--- config.mk ---
export PLATFORM = sky130hd
export DESIGN_NAME = spr_top
export DESIGN_NICKNAME = d
export VERILOG_FILES = /design/src/design/spr_pkg.sv /design/src/design/spr_baud.sv /design/src/design/spr_sync.sv /design/src/design/spr_top.sv
export VERILOG_INCLUDE_DIRS = /design/src /design/src/design
export SDC_FILE = /design/constraint.sdc
export NUM_CORES = 1
export LEC_CHECK = 0
export BUFFER_PORTS_ARGS = -buffer_cell sky130_fd_sc_hd__buf_2
export CORE_UTILIZATION = 50
export CTS_CLUSTER_DIAMETER = 80
export DETAILED_ROUTE_END_ITERATION = 12
export PLACE_DENSITY = 0.69
export SETUP_SLACK_MARGIN = 0.4
export SLEW_MARGIN = 10
export SYNTH_ARGS = -nofsm -noshare
export SYNTH_HDL_FRONTEND = slang
export SYNTH_SLANG_ARGS = --single-unit
--- constraint.sdc ---
create_clock -name clk -period 2.5 [get_ports clk]
set_input_delay 0.5 -clock clk [delete_from_list [all_inputs] [get_ports clk]]
set_output_delay 0.5 -clock clk [all_outputs]
set_load 0.05 [all_outputs]
--- src/design/spr_defines.svh ---
`ifndef SPR_DEFINES_SVH
`define SPR_DEFINES_SVH

// Register offsets on the local port.
`define SPR_OFS_CTRL 2'h0
`define SPR_OFS_STAT 2'h1
`define SPR_OFS_DATA 2'h2

// Control register fields.
`define SPR_C_RIE 7
`define SPR_C_DMA 6
`define SPR_C_MSTR 5
`define SPR_C_CLOCK_PHASE_SEL 3
`define SPR_C_WOM 2
`define SPR_C_EN 1
`define SPR_C_TIE 0
`define SPR_CTRL_RST 8'h28

// Status and control register fields.
`define SPR_S_RF 7
`define SPR_S_EIE 6
`define SPR_S_OVR 5
`define SPR_S_MF 4
`define SPR_S_TE 3
`define SPR_S_MFE 2
`define SPR_S_RHI 1
`define SPR_S_RLO 0

// Rate divisors, stored as divisor minus one.
`define SPR_BD_0 7'h01
`define SPR_BD_1 7'h07
`define SPR_BD_2 7'h1F
`define SPR_BD_3 7'h7F

// Sixteen clock edges make one byte.
`define SPR_LAST_EDGE 4'hF
`define SPR_BYTE_ZERO 8'h00

`endif

--- src/design/spr_pkg.sv ---
package spr_pkg;

  typedef enum logic {spr_idle, spr_xfer} spr_state_type;

  typedef struct packed {
    logic [3:0] meta;
    logic [3:0] sync;
  } spr_sync_type;

  typedef struct packed {
    logic [6:0] cnt;
  } spr_baud_type;

  typedef struct packed {
    spr_state_type state;
    logic [7:0] ctrl;
    logic err_ie;
    logic mfe;
    logic [1:0] rate;
    logic rx_full;
    logic ovr;
    logic mf;
    logic tx_full;
    logic rf_arm;
    logic ov_arm;
    logic mf_arm;
    logic [7:0] tx_buf;
    logic [7:0] sh;
    logic [7:0] rxs;
    logic [7:0] rx_buf;
    logic sh_loaded;
    logic [3:0] edge_cnt;
    logic sck;
    logic sck_d;
    logic ss_d;
    logic [7:0] rdata;
  } spr_core_type;

endpackage : spr_pkg

--- src/design/spr_baud.sv ---
`timescale 1ns/10ps
`default_nettype none

`include "spr_defines.svh"

module spr_baud
(
  // Clock and reset.
  input wire logic clk,
  input wire logic rstn,
  // Control.
  input wire logic run,
  input wire logic [1:0] rate,
  // One pulse per half serial clock period.
  output logic tick
);

  spr_pkg::spr_baud_type s;
  spr_pkg::spr_baud_type next_s;

  function automatic logic [6:0] limit(input logic [1:0] r);
    case (r)
      2'h0: limit = `SPR_BD_0;
      2'h1: limit = `SPR_BD_1;
      2'h2: limit = `SPR_BD_2;
      default: limit = `SPR_BD_3;
    endcase
  endfunction : limit

  // A half period lasts the divisor in base clocks.
  assign tick = run && (s.cnt == limit(rate));

  always_comb
  begin
    next_s = s;
    if (!run || tick)
    begin
      next_s.cnt = 7'h00;
    end
    else
    begin
      next_s.cnt = s.cnt + 7'h01;
    end
  end

  always_ff @(posedge clk)
  begin
    if (!rstn)
    begin
      s <= '0;
    end
    else
    begin
      s <= next_s;
    end
  end

endmodule : spr_baud

`default_nettype wire

--- src/design/spr_sync.sv ---
`timescale 1ns/10ps
`default_nettype none

module spr_sync
(
  // Clock and reset.
  input wire logic clk,
  input wire logic rstn,
  // Pin levels.
  input wire logic [3:0] pin_in,
  output logic [3:0] pin_out
);

  spr_pkg::spr_sync_type s;
  spr_pkg::spr_sync_type next_s;

  always_comb
  begin
    next_s = s;
    next_s.meta = pin_in;
    next_s.sync = s.meta;
  end

  // Each pin gets its own two-stage chain; reset parks them high.
  always_ff @(posedge clk)
  begin
    if (!rstn)
    begin
      s <= '1;
    end
    else
    begin
      s <= next_s;
    end
  end

  assign pin_out = s.sync;

endmodule : spr_sync

`default_nettype wire

--- src/design/spr_top.sv ---
// Functional notes
// - Phase bit picks timing, resets to one.
// - Phase-zero slave starts on select fall.
// - Started slave takes no new shift byte.
// - Phase-one slave starts on first clock edge.
// - Deselected slave floats output, ignores clocks.
// - Wired-or bit makes outputs open drain.
// - Enable clear partially resets; reset clears it.
// - Transmit enable gates empty-flag request.
// - Receive full sets on byte arrival.
// - Receive full clear sequence depends on routing.
// - Error enable gates overrun and fault interrupt.
// - Overrun keeps old byte, status-then-data clears.
// - Mode fault from select on slave/master.
// - Fault clears by status read, data write.
// - Empty flag sets on buffer hand-over.
// - Data write clears empty flag.
// - Idle port passes written byte straight through.
// - Busy slave defers shift register load.
// - Fault enable low frees select on master.
// - Rate field divides base clock, master only.
// - Data writes fill transmit, reads return receive.
// - Routing bit steers receive and transmit requests to DMA.
// - One byte per eight serial clocks.
// - Slave when master bit low, select low.
`timescale 1ns/10ps
`default_nettype none

`include "spr_defines.svh"

module spr_top
(
  // Clock and reset.
  input wire logic clk,
  input wire logic rstn,
  // Register port.
  input wire logic [1:0] addr,
  input wire logic [7:0] wdata,
  input wire logic wr_en,
  input wire logic rd_en,
  output logic [7:0] rdata,
  // Service requests.
  output logic cpu_irq,
  output logic dma_rx_req,
  output logic dma_tx_req,
  // Serial clock pin.
  input wire logic serial_clk_pin_in,
  output logic serial_clk_pin_out,
  output logic serial_clk_pin_oe_n,
  // Master out pin.
  input wire logic mosi_in,
  output logic mosi_out,
  output logic mosi_oe_n,
  // Master in pin.
  input wire logic miso_in,
  output logic miso_out,
  output logic miso_oe_n,
  // Slave select pin.
  input wire logic slave_select_n
);

  spr_pkg::spr_core_type s;
  spr_pkg::spr_core_type next_s;

  logic [3:0] pins;
  logic sck_s;
  logic mosi_s;
  logic miso_s;
  logic ss_s;
  logic tick;
  logic en;
  logic mstr;
  logic clock_phase_sel;
  logic dma;
  logic mstr_on;
  logic slave_sel;
  logic busy;
  logic stat_rd;
  logic data_rd;
  logic data_wr;
  logic ev;
  logic lead;
  logic samp;
  logic shft;
  logic din;
  logic done;
  logic start;
  logic rf_clr;
  logic [7:0] stat_val;
  logic [7:0] rx_byte;
  logic te;

  function automatic logic hit(input logic [1:0] a,
                               input logic [1:0] ofs);
    hit = (a == ofs);
  endfunction : hit

  // Returns {level, enable_n} for a pin that may be open drain.
  function automatic logic [1:0] drv(input logic on, input logic v,
                                     input logic wom);
    if (wom)
    begin
      drv = {1'b0, ~(on & ~v)};
    end
    else
    begin
      drv = {v, ~on};
    end
  endfunction : drv

  spr_sync u_sync
  (
    .clk(clk),
    .rstn(rstn),
    .pin_in({serial_clk_pin_in, mosi_in, miso_in, slave_select_n}),
    .pin_out(pins)
  );

  assign sck_s = pins[3];
  assign mosi_s = pins[2];
  assign miso_s = pins[1];
  assign ss_s = pins[0];

  assign en = s.ctrl[`SPR_C_EN];
  assign mstr = s.ctrl[`SPR_C_MSTR];
  assign clock_phase_sel = s.ctrl[`SPR_C_CLOCK_PHASE_SEL];
  assign dma = s.ctrl[`SPR_C_DMA];
  assign busy = (s.state == spr_pkg::spr_xfer);
  assign mstr_on = en & mstr;
  assign slave_sel = en & ~mstr & ~ss_s;
  assign te = ~s.tx_full;

  spr_baud u_baud
  (
    .clk(clk),
    .rstn(rstn),
    .run(mstr_on & busy),
    .rate(s.rate),
    .tick(tick)
  );

  always_comb
  begin
    next_s = s;
    stat_rd = rd_en && hit(addr, `SPR_OFS_STAT);
    data_rd = rd_en && hit(addr, `SPR_OFS_DATA);
    data_wr = wr_en && hit(addr, `SPR_OFS_DATA);
    stat_val = `SPR_BYTE_ZERO;
    stat_val[`SPR_S_RF] = s.rx_full;
    stat_val[`SPR_S_EIE] = s.err_ie;
    stat_val[`SPR_S_OVR] = s.ovr;
    stat_val[`SPR_S_MF] = s.mf;
    stat_val[`SPR_S_TE] = te;
    stat_val[`SPR_S_MFE] = s.mfe;
    stat_val[`SPR_S_RHI] = s.rate[1];
    stat_val[`SPR_S_RLO] = s.rate[0];
    // Clock edges: the master uses its divider, a selected slave the pin.
    ev = 1'b0;
    if (mstr_on && busy)
    begin
      ev = tick;
    end
    else if (slave_sel && busy)
    begin
      ev = sck_s ^ s.sck_d;
    end
    lead = ~s.edge_cnt[0];
    samp = clock_phase_sel ? ~lead : lead;
    shft = clock_phase_sel ? (lead && (s.edge_cnt != 4'h0)) : ~lead;
    din = mstr ? miso_s : mosi_s;
    rx_byte = samp ? {s.rxs[6:0], din} : s.rxs;
    done = ev && (s.edge_cnt == `SPR_LAST_EDGE);
    start = 1'b0;
    rf_clr = 1'b0;
    next_s.sck_d = sck_s;
    next_s.ss_d = ss_s;
    next_s.rdata = `SPR_BYTE_ZERO;

    // Read data stand one cycle after the strobe.
    if (rd_en)
    begin
      case (addr)
        `SPR_OFS_CTRL: next_s.rdata = s.ctrl;
        `SPR_OFS_STAT: next_s.rdata = stat_val;
        `SPR_OFS_DATA: next_s.rdata = s.rx_buf;
        default: next_s.rdata = `SPR_BYTE_ZERO;
      endcase
    end

    // Register writes.
    if (wr_en && hit(addr, `SPR_OFS_CTRL))
    begin
      next_s.ctrl = wdata;
    end
    if (wr_en && hit(addr, `SPR_OFS_STAT))
    begin
      next_s.err_ie = wdata[`SPR_S_EIE];
      next_s.mfe = wdata[`SPR_S_MFE];
      next_s.rate = {wdata[`SPR_S_RHI], wdata[`SPR_S_RLO]};
    end

    // First step of the two-step clears.
    if (stat_rd)
    begin
      next_s.rf_arm = s.rx_full;
      next_s.ov_arm = s.ovr;
      next_s.mf_arm = s.mf;
    end

    // Second step; flags seen by a status read clear on the data access.
    if (data_rd)
    begin
      rf_clr = s.rf_arm | dma;
      if (rf_clr)
      begin
        next_s.rx_full = 1'b0;
      end
      if (s.ov_arm)
      begin
        next_s.ovr = 1'b0;
      end
      next_s.rf_arm = 1'b0;
      next_s.ov_arm = 1'b0;
    end
    if (data_wr && s.mf_arm)
    begin
      next_s.mf = 1'b0;
      next_s.mf_arm = 1'b0;
    end

    // Shifting. Sample and shift sit on opposite edges of each clock.
    if (ev)
    begin
      next_s.edge_cnt = s.edge_cnt + 4'h1;
      if (mstr_on)
      begin
        next_s.sck = ~s.sck;
      end
      if (samp)
      begin
        next_s.rxs = {s.rxs[6:0], din};
      end
      if (shft)
      begin
        next_s.sh = {s.sh[6:0], 1'b0};
      end
    end

    // Completion moves the byte on unless the old one is still unread.
    if (done)
    begin
      next_s.state = spr_pkg::spr_idle;
      next_s.sck = 1'b0;
      if (s.rx_full && !rf_clr)
      begin
        next_s.ovr = 1'b1;
      end
      else
      begin
        next_s.rx_buf = rx_byte;
        next_s.rx_full = 1'b1;
      end
    end

    // Start of a byte.
    if (!busy && mstr_on && s.sh_loaded)
    begin
      start = 1'b1;
      next_s.edge_cnt = 4'h0;
    end
    else if (!busy && slave_sel && !clock_phase_sel && !ss_s && s.ss_d)
    begin
      start = 1'b1;
      next_s.edge_cnt = 4'h0;
    end
    else if (!busy && slave_sel && clock_phase_sel && (sck_s ^ s.sck_d))
    begin
      start = 1'b1;
      next_s.edge_cnt = 4'h1;
    end
    if (start)
    begin
      next_s.state = spr_pkg::spr_xfer;
      next_s.sh_loaded = 1'b0;
      next_s.sck = 1'b0;
    end

    // Hand-over only while idle, so a busy slave keeps the buffer.
    if (en && !busy && !start && s.tx_full && !s.sh_loaded)
    begin
      next_s.sh = s.tx_buf;
      next_s.sh_loaded = 1'b1;
      next_s.tx_full = 1'b0;
    end
    if (data_wr)
    begin
      next_s.tx_buf = wdata;
      next_s.tx_full = 1'b1;
    end

    // Select level checks. With the enable low the pin is left alone.
    if (s.mfe && mstr_on && !ss_s)
    begin
      next_s.mf = 1'b1;
      next_s.state = spr_pkg::spr_idle;
      next_s.sck = 1'b0;
    end
    if (s.mfe && en && !mstr && busy && ss_s && !s.ss_d)
    begin
      next_s.mf = 1'b1;
    end

    // Disabling drops the transfer and buffers but keeps the setup.
    if (!en)
    begin
      next_s.state = spr_pkg::spr_idle;
      next_s.sh_loaded = 1'b0;
      next_s.tx_full = 1'b0;
      next_s.rx_full = 1'b0;
      next_s.ovr = 1'b0;
      next_s.sck = 1'b0;
      next_s.edge_cnt = 4'h0;
    end
  end

  always_ff @(posedge clk)
  begin
    if (!rstn)
    begin
      s <= '0;
      s.ctrl <= `SPR_CTRL_RST;
      s.sck_d <= 1'b1;
      s.ss_d <= 1'b1;
    end
    else
    begin
      s <= next_s;
    end
  end

  assign rdata = s.rdata;

  // Requests go either to the processor or to the DMA engine.
  assign cpu_irq = (~dma & s.ctrl[`SPR_C_RIE] & s.rx_full)
    | (~dma & s.ctrl[`SPR_C_TIE] & te)
    | (s.err_ie & (s.ovr | s.mf));
  assign dma_rx_req = dma & s.ctrl[`SPR_C_RIE] & s.rx_full;
  assign dma_tx_req = dma & s.ctrl[`SPR_C_TIE] & te;

  // The wired-or choice applies to all three driven pins.
  assign {serial_clk_pin_out, serial_clk_pin_oe_n} =
    drv(mstr_on, s.sck, s.ctrl[`SPR_C_WOM]);
  assign {mosi_out, mosi_oe_n} =
    drv(mstr_on, s.sh[7], s.ctrl[`SPR_C_WOM]);
  assign {miso_out, miso_oe_n} =
    drv(slave_sel, s.sh[7], s.ctrl[`SPR_C_WOM]);

endmodule : spr_top

`default_nettype wire

---- Yosys cells after proc, flatten, opt, wreduce, memory -nomap -nowiden ----
Index checks and enable logic that the tools add are counted.
cells by class
  $add $sub $neg .......................... 2
  equal/unequal tests ..................... 6
  multiplexer cells ....................... 36
  bitwise gates (word level) .............. 36
  reductions and logical operators ........ 63
operators with widths
  operator                                       number
  logical AND 1 bit                              31
  2-to-1 mux 1 bit                               24
  2-to-1 mux 8 bit                               3
  one-hot mux 8 bit (3 select lines)             1
  one-hot mux 7 bit (3 select lines)             1
  bitwise AND 1 bit                              16
  2-to-1 mux 16 bit                              1
  NOT 1 bit                                      15
  2-to-1 mux 2 bit                               6
  nonzero test 2 bit                             6
  AND reduction 2 bit                            5
  OR reduction 5 bit                             2
  zero test 1 bit                                9
  adder 7 x 1 -> 7 bit, second input constant    1
  == test 7 bit                                  1
  OR reduction 2 bit                             3
  adder 4 x 1 -> 4 bit, second input constant    1
  == test 2 x 1 -> 1 bit, second input constant  2
  == test 2 bit, second input constant           2
  == test 4 bit, second input constant           1
  zero test 2 bit                                2
  bitwise OR 1 bit                               4
  nonzero test 4 bit                             1
  OR reduction 4 bit                             1
  other kinds (4)                                4
storage, ports and cells
  bits in registers ....................... 83
  bits of input ports ..................... 18
  output and inout bits ................... 17
  word-level logic and storage cells ...... 169

---- Longest topological paths before layout ----
Gate-level depths: netlist (run 1).
  word-level depth ........................ 15
  mapped depth ............................ 8

---- Hierarchy ----
Synthesis (run 1) repeated with hierarchy kept, for this count alone.
unflattened totals
  cell total of the unflattened synthesis .. 428
  area total of the unflattened synthesis .. 3,824.9 um2
modules (own cells, without submodules)
  module    instances  cells each  area an instance (um2)  sequential area each (um2)
  spr_top   1          375         3,259.4                 1,361.3
  spr_baud  1          37          355.3                   140.1
  spr_sync  1          16          210.2                   160.2

---- Least setup slack after synthesis (run 1) ----
OpenSTA, ideal clock, no wires.
  path type ............................... reg2out
  start ................................... reg s[59] (netlist bit)
  end ..................................... out cpu_irq
  data arrival time ....................... 1.594 ns
  data required time ...................... 2.000 ns
  slack ................................... 0.406 ns
  stages on the path, launching flop included .. 4
  path buffers ............................ 0
  cells stage by stage .................... dfxtp_1 > nor2b_1 > a21oi_1 > o21ai_0
between the ends
  cells in the longest elaborated chain, start to end .. 4
RTL lines
  what                            line            RTL
  from (decl)                     spr_top.sv:62   spr_pkg::spr_core_type s;
  from (signal assigned)          spr_top.sv:337  s <= next_s;
  bitwise AND 1 bit (2 in a row)  spr_top.sv:345  | (~dma & s.ctrl[`SPR_C_TIE] & te)
  bitwise OR 1 bit (2 in a row)   spr_top.sv:344  assign cpu_irq = (~dma & s.ctrl[`SPR_C_RIE] & s.rx_full)
  to (decl)                       spr_top.sv:43   output logic cpu_irq,
No other way between the ends.

---- Worst setup path after layout (run 1) ----
  start ................................... reg s, in the netlist clock_phase_sel
  end ..................................... reg s[36] (netlist bit)
between the ends
  cells in the longest elaborated chain, start to end .. 12
RTL lines
  what                                  line            RTL
  zero test 1 bit                       spr_top.sv:271  else if (!busy && slave_sel && !clock_phase_sel && !ss_s && s.ss_d)
  logical AND 1 bit (3 in a row)        spr_top.sv:271
  2-to-1 mux 1 bit                      spr_top.sv:271
  2-to-1 mux 1 bit                      spr_top.sv:266  if (!busy && mstr_on && s.sh_loaded)
  zero test 1 bit                       spr_top.sv:289  if (en && !busy && !start && s.tx_full && !s.sh_loaded)
  logical AND 1 bit (3 in a row)        spr_top.sv:289
  nonzero test 2 bit (no source line)   --
  AND reduction 2 bit (no source line)  --
Several ways; a longest one is shown, not always the timed one.
A chain may end at the register's enable or synchronous reset.

==> metrics.csv, run 1 <==
metric,value,unit
outcome,completed,
rows,31,
ys_async_sr_fraction,0,%
io_pins,35,
rsz0062_at_grt,false,
layout-drive-gt1-share,15.9,%
htreeDepth,3,
rr_startpoint,clock_phase_sel$_SDFFE_PN1P_,
antenna_found_initial,0,
max-cap-violations,0,
synth_top_area_cell,dfxtp_1,
dp_hpwl,5.85,mm
synth_enable_flop_cells,0,
first_global_vias,2629,
drv_slew,0,
p_leak,1.67,nW
synth.avg_cell_area,8.89,um2
final_hold_viol_count,0,
cts_root_buf,clkbuf_8,
r2r_end,s[36]$_SDFFE_PN0P_,
critPathMaxStageDelay,0.50,ns
cts_made_buffers,9,
firstDrtPassIters,4,
fin_tns_setup,0,ns
path_buf_inv,0,
synth_nets,446,
layout.nets,469,
yosysSeqAreaShare,44.0,%
synth_area_leaders,"dfxtp_1 44%, nand2_1 6.1%, mux2i_1 5.3%",
end_kind,flop,
seqCellArea,0.00166,mm2
skew,0.00519,ns
grt_overflow_total,0,
vdd_drop_max,0.386,mV
timing.fmax,0.508,GHz
multi_input_area,0.00190,mm2
path_clk_slew,0.08,ns
synth_top_area_share,44.0,%
rr_worst_depth,6,
clock_sinks,83,
worst_skew_pair.late_latency,0.35,ns
area_delta_synth_final,9.50,%
max_slew_margin,63.4,%
fin_crit,1.97,ns
final_cell_count_no_fill,551,
start_util,51.8,%
cts_tree,yes,
cts.path.max_buffers,2,
synth_cell_types,56,
min_from,mosi_in,
cp_max_fo,14,
die_h,88.9,um
grt_pass1_wl,12.8,mm
wl,7.89,mm
antenna_left,0,
dr.first_iter.drc_count,148,
coreArea,0.00729,mm2
synth_flop_cell,dfxtp_1,
cts_setup_buffers,0,
hold_depth,2,
fin_crit_sh,78.7,%
synthCells,425,
grt_usage,21.7,%
min_path_type,input port to flop,
wl_per_cell,14.3,um
yosysWarnings,0,
hold_end,u_sync.next_s[2]$_SDFF_PN1_,
portBuffers,34,
crit_slowest_cell,dfxtp_1,
tightest_slew,0.549,ns
syn-cell-area,0.00378,mm2
n_fill_cell,694,
arrival,2.22,ns
reg2reg_setup_slack,0.53,ns
die_area,0.00791,mm2
drc,0,
num_vias,2962,
cp.required,2.75,ns
setup_viol,0,
power_density,578,mW/mm2
dp_cells,536,
power.total,2.39,mW
cp_top_family,compound AO/OA/AOI/OAI gates,
gp_congestion,0.815,
crit_type,flop to flop,
synth_seq_cells,83,
cp_cell_sequence,nor4b_1 -> a21oi_1 -> a21bo_2 -> or3_4 -> o221a_2 -> o21a_1,
viasPerCell,5.38,
die_x,88.9,um
grt_start_max_net_pins,57,
cp-start-kind,flop,
diodes,0,
## worst max path at each step
stage / slack [ns] / depth (start not counted) / endpoint / startpoint
after CTS: 0.46 / 6 / s[36]$_SDFFE_PN0P_ / s[55]$_SDFFE_PN0P_
final: 0.53 / 6 / s[36]$_SDFFE_PN0P_ / clock_phase_sel$_SDFFE_PN1P_
after global routing: 0.40 / 5 / s[25]$_SDFFE_PN0N_ / u_baud.s[5]$_SDFF_PP0_
after floorplan: 0.41 / 3 / cpu_irq / s[59]$_SDFFE_PN0P_
after detailed placement: 0.46 / 6 / s[36]$_SDFFE_PN0P_ / s[55]$_SDFFE_PN0P_
after global placement: 0.52 / 6 / s[38]$_SDFFE_PN0P_ / s[55]$_SDFFE_PN0P_
## cell families (layout without fill, tap and decap cells)
family          Yosys count  after routing  share of synthesized area, %
compound gates           98             98                          19.3
xor+xnor                  8              8                          1.85
fa+ha+maj                 3              3                         0.993
buf+inv                  38             65                          5.99
flops                    83             83                          44.0
mux                      20             20                          5.30
simple gates            175            175                          22.6
## cells in the mapped netlist (8+ instances only)
master,instances
nor2_1,35
o211a_1,8
mux2i_1,20
nand2_1,61
nand3_1,34
o21ai_0,17
buf_4,9
inv_1,9
a21oi_1,20
clkbuf_1,12
a21boi_0,19
dfxtp_1,83
nand2b_1,12
nor2b_1,11
## state kept, by name, indices dropped and copies added (netlist names)
register         cells
busy                 1
clock_phase_sel      1
dma                  1
en                   1
mstr                 1
rdata                8
s                   55
u_baud.s             7
u_sync.next_s        4
u_sync.pin_out       4
## cell usage in the layout, fill, tap and decap left out, types with 2 or more instances in the layout
master | netlist | final
a22oi_1 | 4 | 4
or3_4 | 2 | 2
inv_1 | 9 | 9
xnor2_1 | 4 | 4
nor2_1 | 35 | 35
buf_4 | 9 | 6
dfxtp_1 | 83 | 83
a21boi_0 | 19 | 19
o21ai_0 | 17 | 17
o21a_1 | 7 | 7
and3_1 | 3 | 3
nor2b_1 | 11 | 11
mux2i_1 | 20 | 20
ha_1 | 3 | 3
nor3_1 | 2 | 2
clkbuf_8 | 4 | 12
nor4b_1 | 2 | 2
buf_2 | 2 | 33
a22o_1 | 2 | 2
and2_1 | 3 | 3
o211a_1 | 8 | 8
xor2_1 | 4 | 4
nand2b_1 | 12 | 12
nor3b_1 | 2 | 2
o221a_2 | 3 | 3
nand3_1 | 34 | 34
a21oi_1 | 20 | 20
nand2_1 | 61 | 61
a21bo_2 | 2 | 2
clkinv_2 | 0 | 2
## worst reg2reg max path, stage by stage, from the launching register on
cell	delay (ns)
dfxtp_1	0.50
nor4b_1	0.11
a21oi_1	0.14
a21bo_2	0.26
or3_4	0.46
o221a_2	0.30
o21a_1	0.10
## area by class of cell
type / instances / share of cell area, %
clock inverter: 2 / 0.242
clock buffer: 13 / 4.08
sequential: 83 / 40.2
tap: 99 / 2.99
timing repair buffer: 41 / 5.84
multi-input combinational: 304 / 45.9
inverter: 9 / 0.816
## report_power, final
part           leakage (nW)  internal [mW]  switching [mW]
clock                0.0953          0.434           0.454
sequential            0.672           1.34          0.0163
combinational         0.906         0.0554          0.0916
total                  1.67           1.83           0.562
## per-stage QoR
stage / worst slack (ns) / hold slack [ns] / cell area, um2 / utilization, %
floorplan: 0.406 / 0.386 / 3780 / -
global placement: 0.519 / 0.390 / 3950 / 54.1
detailed placement: 0.462 / 0.392 / 3950 / 54.1
CTS: 0.461 / 0.316 / 4120 / 56.6
global route: 0.401 / 0.319 / 4140 / 56.7
finish: 0.533 / 0.325 / 4140 / 56.7
## metal layers
metal	share of wire [%]	GRT usage, %
met5	0	0
met4	1.4	8.95
met3	4.3	3.79
met2	45	33.1
met1	49	30.3
## what timing repair did
item | CTS | global route
gates resized for setup | 0 | 4
hold buffers | 0 | 0
setup endpoints to repair | 0 | 9
No activity file was read; power rests on OpenSTA's default activity.
==> run 2: changes to the inputs <==
Settings changed: ABC_AREA from default to 1, PLACE_DENSITY 0.69 to 0.72.
Clock period 2.5 ns to 1.75 ns, I/O delays scaled along.
==> run 2 against run 1 <==
Compared with the run above:
- final cell count increased by 24%
- first-iteration DRC count up 67%
- sequential cell count is the same
- synthesized area rose by 0.13%
- combinational power grew 95%
- die area increased by 0.14%
- wire length increased by 22%
- non-clock buffer count is 35 higher
- global-route usage grew 3.2 points
- count of clock-buffer cells in the layout fell by 2
- critical path depth is 1 lower
- largest power group unchanged
==> metrics.csv, run 2 <==
metric,value,unit,change
outcome,completed,,unchanged
area_delta_synth_final,31.5,%,was 9.50%
htreeDepth,3,,unchanged
intPower,2.59,mW,was 1.83 mW
gp_congestion,0.884,,was 0.815
num_vias,3532,,was 2962
cp_max_fo,4,,was 14
die_x,89.0,um,was 88.9 um
rr_startpoint,s[55]$_SDFFE_PN0P_,,was clock_phase_sel$_SDFFE_PN1P_
crit_type,flop to output pin,,was flop to flop
path_clk_slew,0.09,ns,was 0.08 ns
seqPwrFrac,55.7,%,was 56.7%
diodes,0,,unchanged
ys_async_sr_fraction,0,%,unchanged
max_slew_margin,63.6,%,was 63.4%
layout_common_cells,"75 x nand2_1, 64 x inv_1, 64 x dfxtp_1",,"was 83 x dfxtp_1, 61 x nand2_1, 35 x nor2_1"
viasPerCell,5.17,,was 5.38
reg2reg_setup_slack,0.14,ns,was 0.53 ns
final_cell_count_no_fill,683,,was 551
largest_register_ffs,55,,unchanged
antenna_left,0,,unchanged
setup_viol,0,,unchanged
cts_tree,yes,,unchanged
drc,0,,unchanged
worst_skew_pair.late_latency,0.36,ns,was 0.35 ns
synth_enable_flop_cells,0,,unchanged
min_from,mosi_in,,unchanged
arrival,1.28,ns,was 2.22 ns
start_util,51.9,%,was 51.8%
synthCells,517,,was 425
cp.required,1.40,ns,was 2.75 ns
power_density,702,mW/mm2,was 578 mW/mm2
dp_hpwl,6.14,mm,was 5.85 mm
antenna_found_initial,0,,unchanged
synth_cell_types,37,,was 56
synth_nets,538,,was 446
io_pins,35,,unchanged
p_leak,2.09,nW,was 1.67 nW
grt_start_max_net_pins,22,,was 57
fin_crit_sh,92.9,%,
synth_top_cells_by_count,"87 x nand2_1, 83 x dfxtp_1, 77 x inv_1, 65 x nor2_1, 46 x o21ai_0",,"was 83 x dfxtp_1, 61 x nand2_1, 35 x nor2_1, 34 x nand3_1"
timing.fmax,0.615,GHz,
wl,9.61,mm,was 7.89 mm
portBuffers,34,,unchanged
switching_share,26.0,%,was 23.5%
yosysSeqAreaShare,43.9,%,was 44.0%
fin_hold_ws,0.170,ns,was 0.325 ns
tightest_slew,0.545,ns,was 0.549 ns
die_h,89.0,um,was 88.9 um
firstDrtPassIters,4,,unchanged
final_common_cell,nand2_1,,was dfxtp_1
placed_cell_area,0.00410,mm2,was 0.00395 mm2
hold_depth,2,,unchanged
max-cap-violations,0,,unchanged
synth_area_leaders,"dfxtp_1 44%, nand2_1 8.6%, inv_1 7.6%",,"was dfxtp_1 44%, nand2_1 6.1%, mux2i_1 5.3%"
die_area,0.00792,mm2,was 0.00791 mm2
layout-drive-gt1-share,35.8,%,was 15.9%
rows,31,,unchanged
coreArea,0.00729,mm2,unchanged
synth_top_area_cell,dfxtp_1,,unchanged
synth_seq_cells,83,,unchanged
grt_overflow_total,0,,unchanged
yosys.cell_count.top_type,nand2_1,,was dfxtp_1
fin_crit,1.63,ns,
grt_pass1_wl,15.1,mm,was 12.8 mm
end_kind,output pin,,was flop
grt_usage,24.9,%,was 21.7%
cp-start-kind,flop,,unchanged
cts_hold_buf,0,,unchanged
synth_flop_cell,dfxtp_1,,unchanged
vdd_drop_max,0.372,mV,was 0.386 mV
skew,0.0121,ns,was 0.00519 ns
yosysWarnings,0,,unchanged
wl_per_cell,14.1,um,was 14.3 um
hold_end,u_sync.next_s[2]$_SDFF_PN1_,,unchanged
clock_sinks,83,,unchanged
design_area,0.00498,mm2,was 0.00414 mm2
r2r_end,s[14]$_SDFFE_PP0N_,,was s[36]$_SDFFE_PN0P_
drv_slew,0,,unchanged
dr.first_iter.drc_count,247,,was 148
regMostFlops,s,,unchanged
min_path_type,input port to flop,,unchanged
syn-cell-area,0.00378,mm2,about the same
cts_root_buf,clkbuf_8,,unchanged
dp_cells,644,,was 536
cts.path.max_buffers,2,,unchanged
synth.avg_cell_area,7.32,um2,was 8.89 um2
cts_made_buffers,9,,unchanged
rr_worst_depth,10,,was 6
layout.nets,600,,was 469
rsz0062_at_grt,true,,was false
p_comb_share,8.2,%,was 6.1%
final_hold_viol_count,0,,unchanged
synth_top_area_share,43.9,%,was 44.0%
clock_power_share,36.0,%,was 37.1%
p_sw,0.909,mW,was 0.562 mW
first_global_vias,3163,,was 2629
run 2: area by class of cell:
type	count	area, um2
Clock inverter	5	37.5
Tap cell	99	124
Sequential cell	83	1700
Clock buffer	11	141
Fill cell	601	2320
Timing Repair Buffer	76	637
Inverter	78	313
Multi-Input combinational cell	331	2020
run 2: through the flow:
step | setup slack, ns | util [%] | setup TNS, ns | total power, mW
2_1_floorplan | 0.202 | - | 0 | 2.15
3_3_place_gp | 0.0945 | 56.2 | 0 | 2.23
3_5_place_dp | -0.0126 | 56.2 | -0.0143 | 2.23
4_1_cts | 0.173 | 65.4 | 0 | 3.49
5_1_grt | 0.0540 | 68.2 | 0 | 3.64
6_report | 0.125 | 68.2 | 0 | 3.50
run 2: what timing repair did:
| item | in CTS | in global routing |
|---|---|---|
| endpoints found under the setup margin | 49 | 49 |
| gates cloned | 3 | 0 |
| setup buffers | 14 | 6 |
| resized for setup | 114 | 49 |
| pin swaps | 34 | 30 |
run 2: worst max path at each step:
| stage | from | end |
|---|---|---|
| after floorplan | s[56]$_SDFFE_PN0P_ | s[33]$_SDFFE_PN0P_ |
| after global placement | s[56]$_SDFFE_PN0P_ | s[20]$_SDFFE_PN0P_ |
| after detailed placement | s[56]$_SDFFE_PN0P_ | s[14]$_SDFFE_PP0N_ |
| after CTS | s[59]$_SDFFE_PN0P_ | cpu_irq |
| after global routing | s[55]$_SDFFE_PN0P_ | s[19]$_SDFFE_PN0P_ |
| final | mstr$_SDFFE_PN1P_ | miso_oe_n |
run 2: power by group through the flow:
stage | clock [mW] | sequential [mW] | combinational [mW]
global route | 1.38 | 1.95 | 0.311
finish | 1.26 | 1.95 | 0.287
floorplan | 0 | 1.98 | 0.166
global placement | 0 | 1.99 | 0.238
CTS | 1.28 | 1.95 | 0.266
detailed placement | 0 | 1.99 | 0.240
run 2: worst max-delay path, cell delays in order, from the launching register on:
cell	delay, ns
dfxtp_4	0.37
inv_2	0.08
nand2_4	0.06
nor2_4	0.17
o21ai_2	0.08
buf_6	0.15
run 2: kinds of logic after synthesis:
| logic type | share of synthesized area (%) |
|---|---|
| buffers and inverters | 12.2 |
| AND/OR/NAND/NOR | 25.6 |
| XOR/XNOR | 1.62 |
| flip-flops | 43.9 |
| adder cells (fa/ha/maj) | 0.992 |
| AO/OA/AOI/OAI | 15.6 |
run 2: routing by layer:
| layer | vias to the layer above | global-route usage [%] | wire (um) | part of all wire [%] |
|---|---|---|---|---|
| li1 | 1769 | - | - | - |
| met5 | - | 0 | 0 | 0 |
| met2 | 80 | 41.2 | 4680 | 49 |
| met4 | 0 | 7.22 | 169 | 1.8 |
| met1 | 1666 | 32.7 | 4380 | 46 |
| met3 | 17 | 5.45 | 378 | 3.9 |
==> run 3: changes to the inputs <==
Settings changed: CTS_BUF_LIST from default to sky130_fd_sc_hd__clkbuf_2.
==> run 3 against run 2 <==
Compared with the run above:
- the run now ends with negative setup slack left
- sequential share of layout area down 0.44 points
- count of clock-buffer cells in the layout is 1 lower
- register-to-register slack got worse by 0.07 ns
- clock skew increased by 0.027 ns
- sequential power barely moved
- final cell count grew 0.73%
- wire length about the same
- critical path depth shrank 1
- largest cell class unchanged
- largest power group unchanged
==> metrics.csv, run 3 (synthesis gave the netlist of run 2 again) <==
metric,value,unit,change
dp_hpwl,6.14,mm,unchanged
worst_skew_pair.late_latency,0.56,ns,was 0.36 ns
portBuffers,34,,unchanged
rr_startpoint,u_baud.s[4]$_SDFF_PP0_,,was s[55]$_SDFFE_PN0P_
grt_overflow_total,0,,unchanged
dp_cells,644,,unchanged
antenna_found_initial,0,,unchanged
clock_sinks,83,,unchanged
grt_pass1_wl,15.0,mm,was 15.1 mm
drv_slew,0,,unchanged
rsz0062_at_grt,true,,unchanged
timing.fmax,0.547,GHz,was 0.615 GHz
layout_common_cells,"74 x nand2_1, 63 x inv_1, 56 x dfxtp_1",,"was 75 x nand2_1, 64 x inv_1, 64 x dfxtp_1"
wl_per_cell,14.0,um,was 14.1 um
p_leak,2.11,nW,was 2.09 nW
htreeDepth,3,,unchanged
antenna_left,0,,unchanged
endpoint,cpu_irq,,was miso_oe_n
end_kind,output pin,,unchanged
dr.first_iter.drc_count,227,,was 247
violations,negative setup slack,,
reg2reg_setup_slack,0.07,ns,was 0.14 ns
multi_input_area,0.00206,mm2,was 0.00202 mm2
cts_made_buffers,9,,unchanged
wl,9.61,mm,about the same
final_hold_viol_count,0,,unchanged
design_area,0.00508,mm2,was 0.00498 mm2
diodes,0,,unchanged
largest_register_ffs,55,,unchanged
final_cell_count_no_fill,688,,was 683
firstDrtPassIters,4,,unchanged
max-cap-violations,0,,unchanged
setup_viol,2,,was 0
max_slew_margin,62.7,%,was 63.6%
min_from,wdata[3],,was mosi_in
r2r_end,s[19]$_SDFFE_PN0P_,,was s[14]$_SDFFE_PP0N_
cp_max_fo,3,,was 4
cts_root_buf,clkbuf_2,,was clkbuf_8
cts_tree,yes,,unchanged
arrival,1.48,ns,was 1.28 ns
drc,0,,unchanged
min_path_type,input port to flop,,unchanged
first_global_vias,3196,,was 3163
n_fill_cell,607,,was 601
power_density,616,mW/mm2,was 702 mW/mm2
grt_start_max_net_pins,22,,unchanged
gp_congestion,0.884,,unchanged
vdd_drop_max,0.360,mV,was 0.372 mV
start_util,51.9,%,unchanged
cp.required,1.40,ns,about the same
rr_worst_depth,11,,was 10
area_delta_synth_final,34.2,%,was 31.5%
num_vias,3497,,was 3532
grt_usage,25.1,%,was 24.9%
crit_type,flop to output pin,,unchanged
die_x,89.0,um,unchanged
viasPerCell,5.08,,was 5.17
tightest_slew,0.558,ns,was 0.545 ns
die_area,0.00792,mm2,unchanged
rows,31,,unchanged
layout-drive-gt1-share,37.5,%,was 35.8%
startpoint,s[59]$_SDFFE_PN0P_,,was mstr$_SDFFE_PN1P_
regMostFlops,s,,unchanged
skew,0.0387,ns,was 0.0121 ns
layout_setup_ws,-0.0782,ns,was 0.125 ns
io_pins,35,,unchanged
coreArea,0.00729,mm2,unchanged
fin_crit_sh,104,%,was 92.9%
path_clk_slew,0.25,ns,was 0.09 ns
cts.path.max_buffers,2,,unchanged
die_h,89.0,um,unchanged
final_common_cell,nand2_1,,unchanged
cp-start-kind,flop,,unchanged
fin_hold_ws,0.0793,ns,was 0.170 ns
outcome,"complete, but fails checks",,was completed
layout.nets,605,,was 600
fin_crit,1.83,ns,was 1.63 ns
placed_cell_area,0.00410,mm2,unchanged
seqCellArea,0.00171,mm2,was 0.00170 mm2
-- run 3: cell count changes in the layout (fill, tap and decap cells not counted), moves of 7 or more --
cell and change:
clkbuf_8 -10, clkbuf_2 +10, dfxtp_1 -8, dfxtp_2 +7, buf_2 -8, buf_8 +10
-- run 3: final cells by class --
cell class	count	area share, %
tap	99	2.44
timing repair buffer	81	15.2
clock inverter	6	0.813
multi-input combinational	331	40.6
inverter	78	6.19
sequential	83	33.7
clock buffer	10	0.986
-- run 3: worst min path at each step --
stage / to / cells past startpoint
floorplan: u_sync.pin_out[0]$_SDFF_PN1_ / 1
global placement: u_sync.pin_out[2]$_SDFF_PN1_ / 1
detailed placement: u_sync.pin_out[2]$_SDFF_PN1_ / 1
CTS: s[44]$_SDFFE_PN0P_ / 3
global route: s[55]$_SDFFE_PN0P_ / 3
finish: s[43]$_SDFFE_PN0P_ / 3
-- run 3: worst max-delay path: stages (launching register included) --
cell and delay [ns]:
dfxtp_2 0.41, inv_4 0.04, o21a_1 0.17, o21ai_2 0.13, buf_6 0.17
-- run 3: where the power goes --
group / switching, mW / internal [mW]
Sequential: 0.0311 / 1.93
Clock: 0.674 / 0.192
Combinational: 0.180 / 0.126
-- run 3: routing by layer --
layer / wire [um] / track usage, % / vias to the layer above / part of all wire [%]
met1: 4310 / 32.9 / 1633 / 45
met3: 382 / 6.46 / 13 / 4.0
met4: 144 / 6.06 / 0 / 1.5
met2: 4770 / 41.5 / 73 / 50
li1: - / - / 1778 / -
met5: 0 / 0 / - / 0
-- run 3: what timing repair did --
item | 4_1_cts | 5_1_grt
hold buffers | 4 | 2
hold endpoints to repair | 4 | 2
setup buffers | 11 | 9
cloned | 2 | 0
pin swaps | 44 | 28
resized for setup | 152 | 56
endpoints found under the setup margin | 57 | 58
-- run 3: through the flow --
step,total power [mW],setup TNS [ns],utilization [%],setup slack [ns]
5_1_grt,3.27,-0.730,69.6,-0.171
3_3_place_gp,2.23,0,56.2,0.0945
4_1_cts,3.11,-0.166,65.6,-0.0865
3_5_place_dp,2.23,-0.0143,56.2,-0.0126
2_1_floorplan,2.15,0,-,0.202
6_report,3.13,-0.0916,69.6,-0.0782
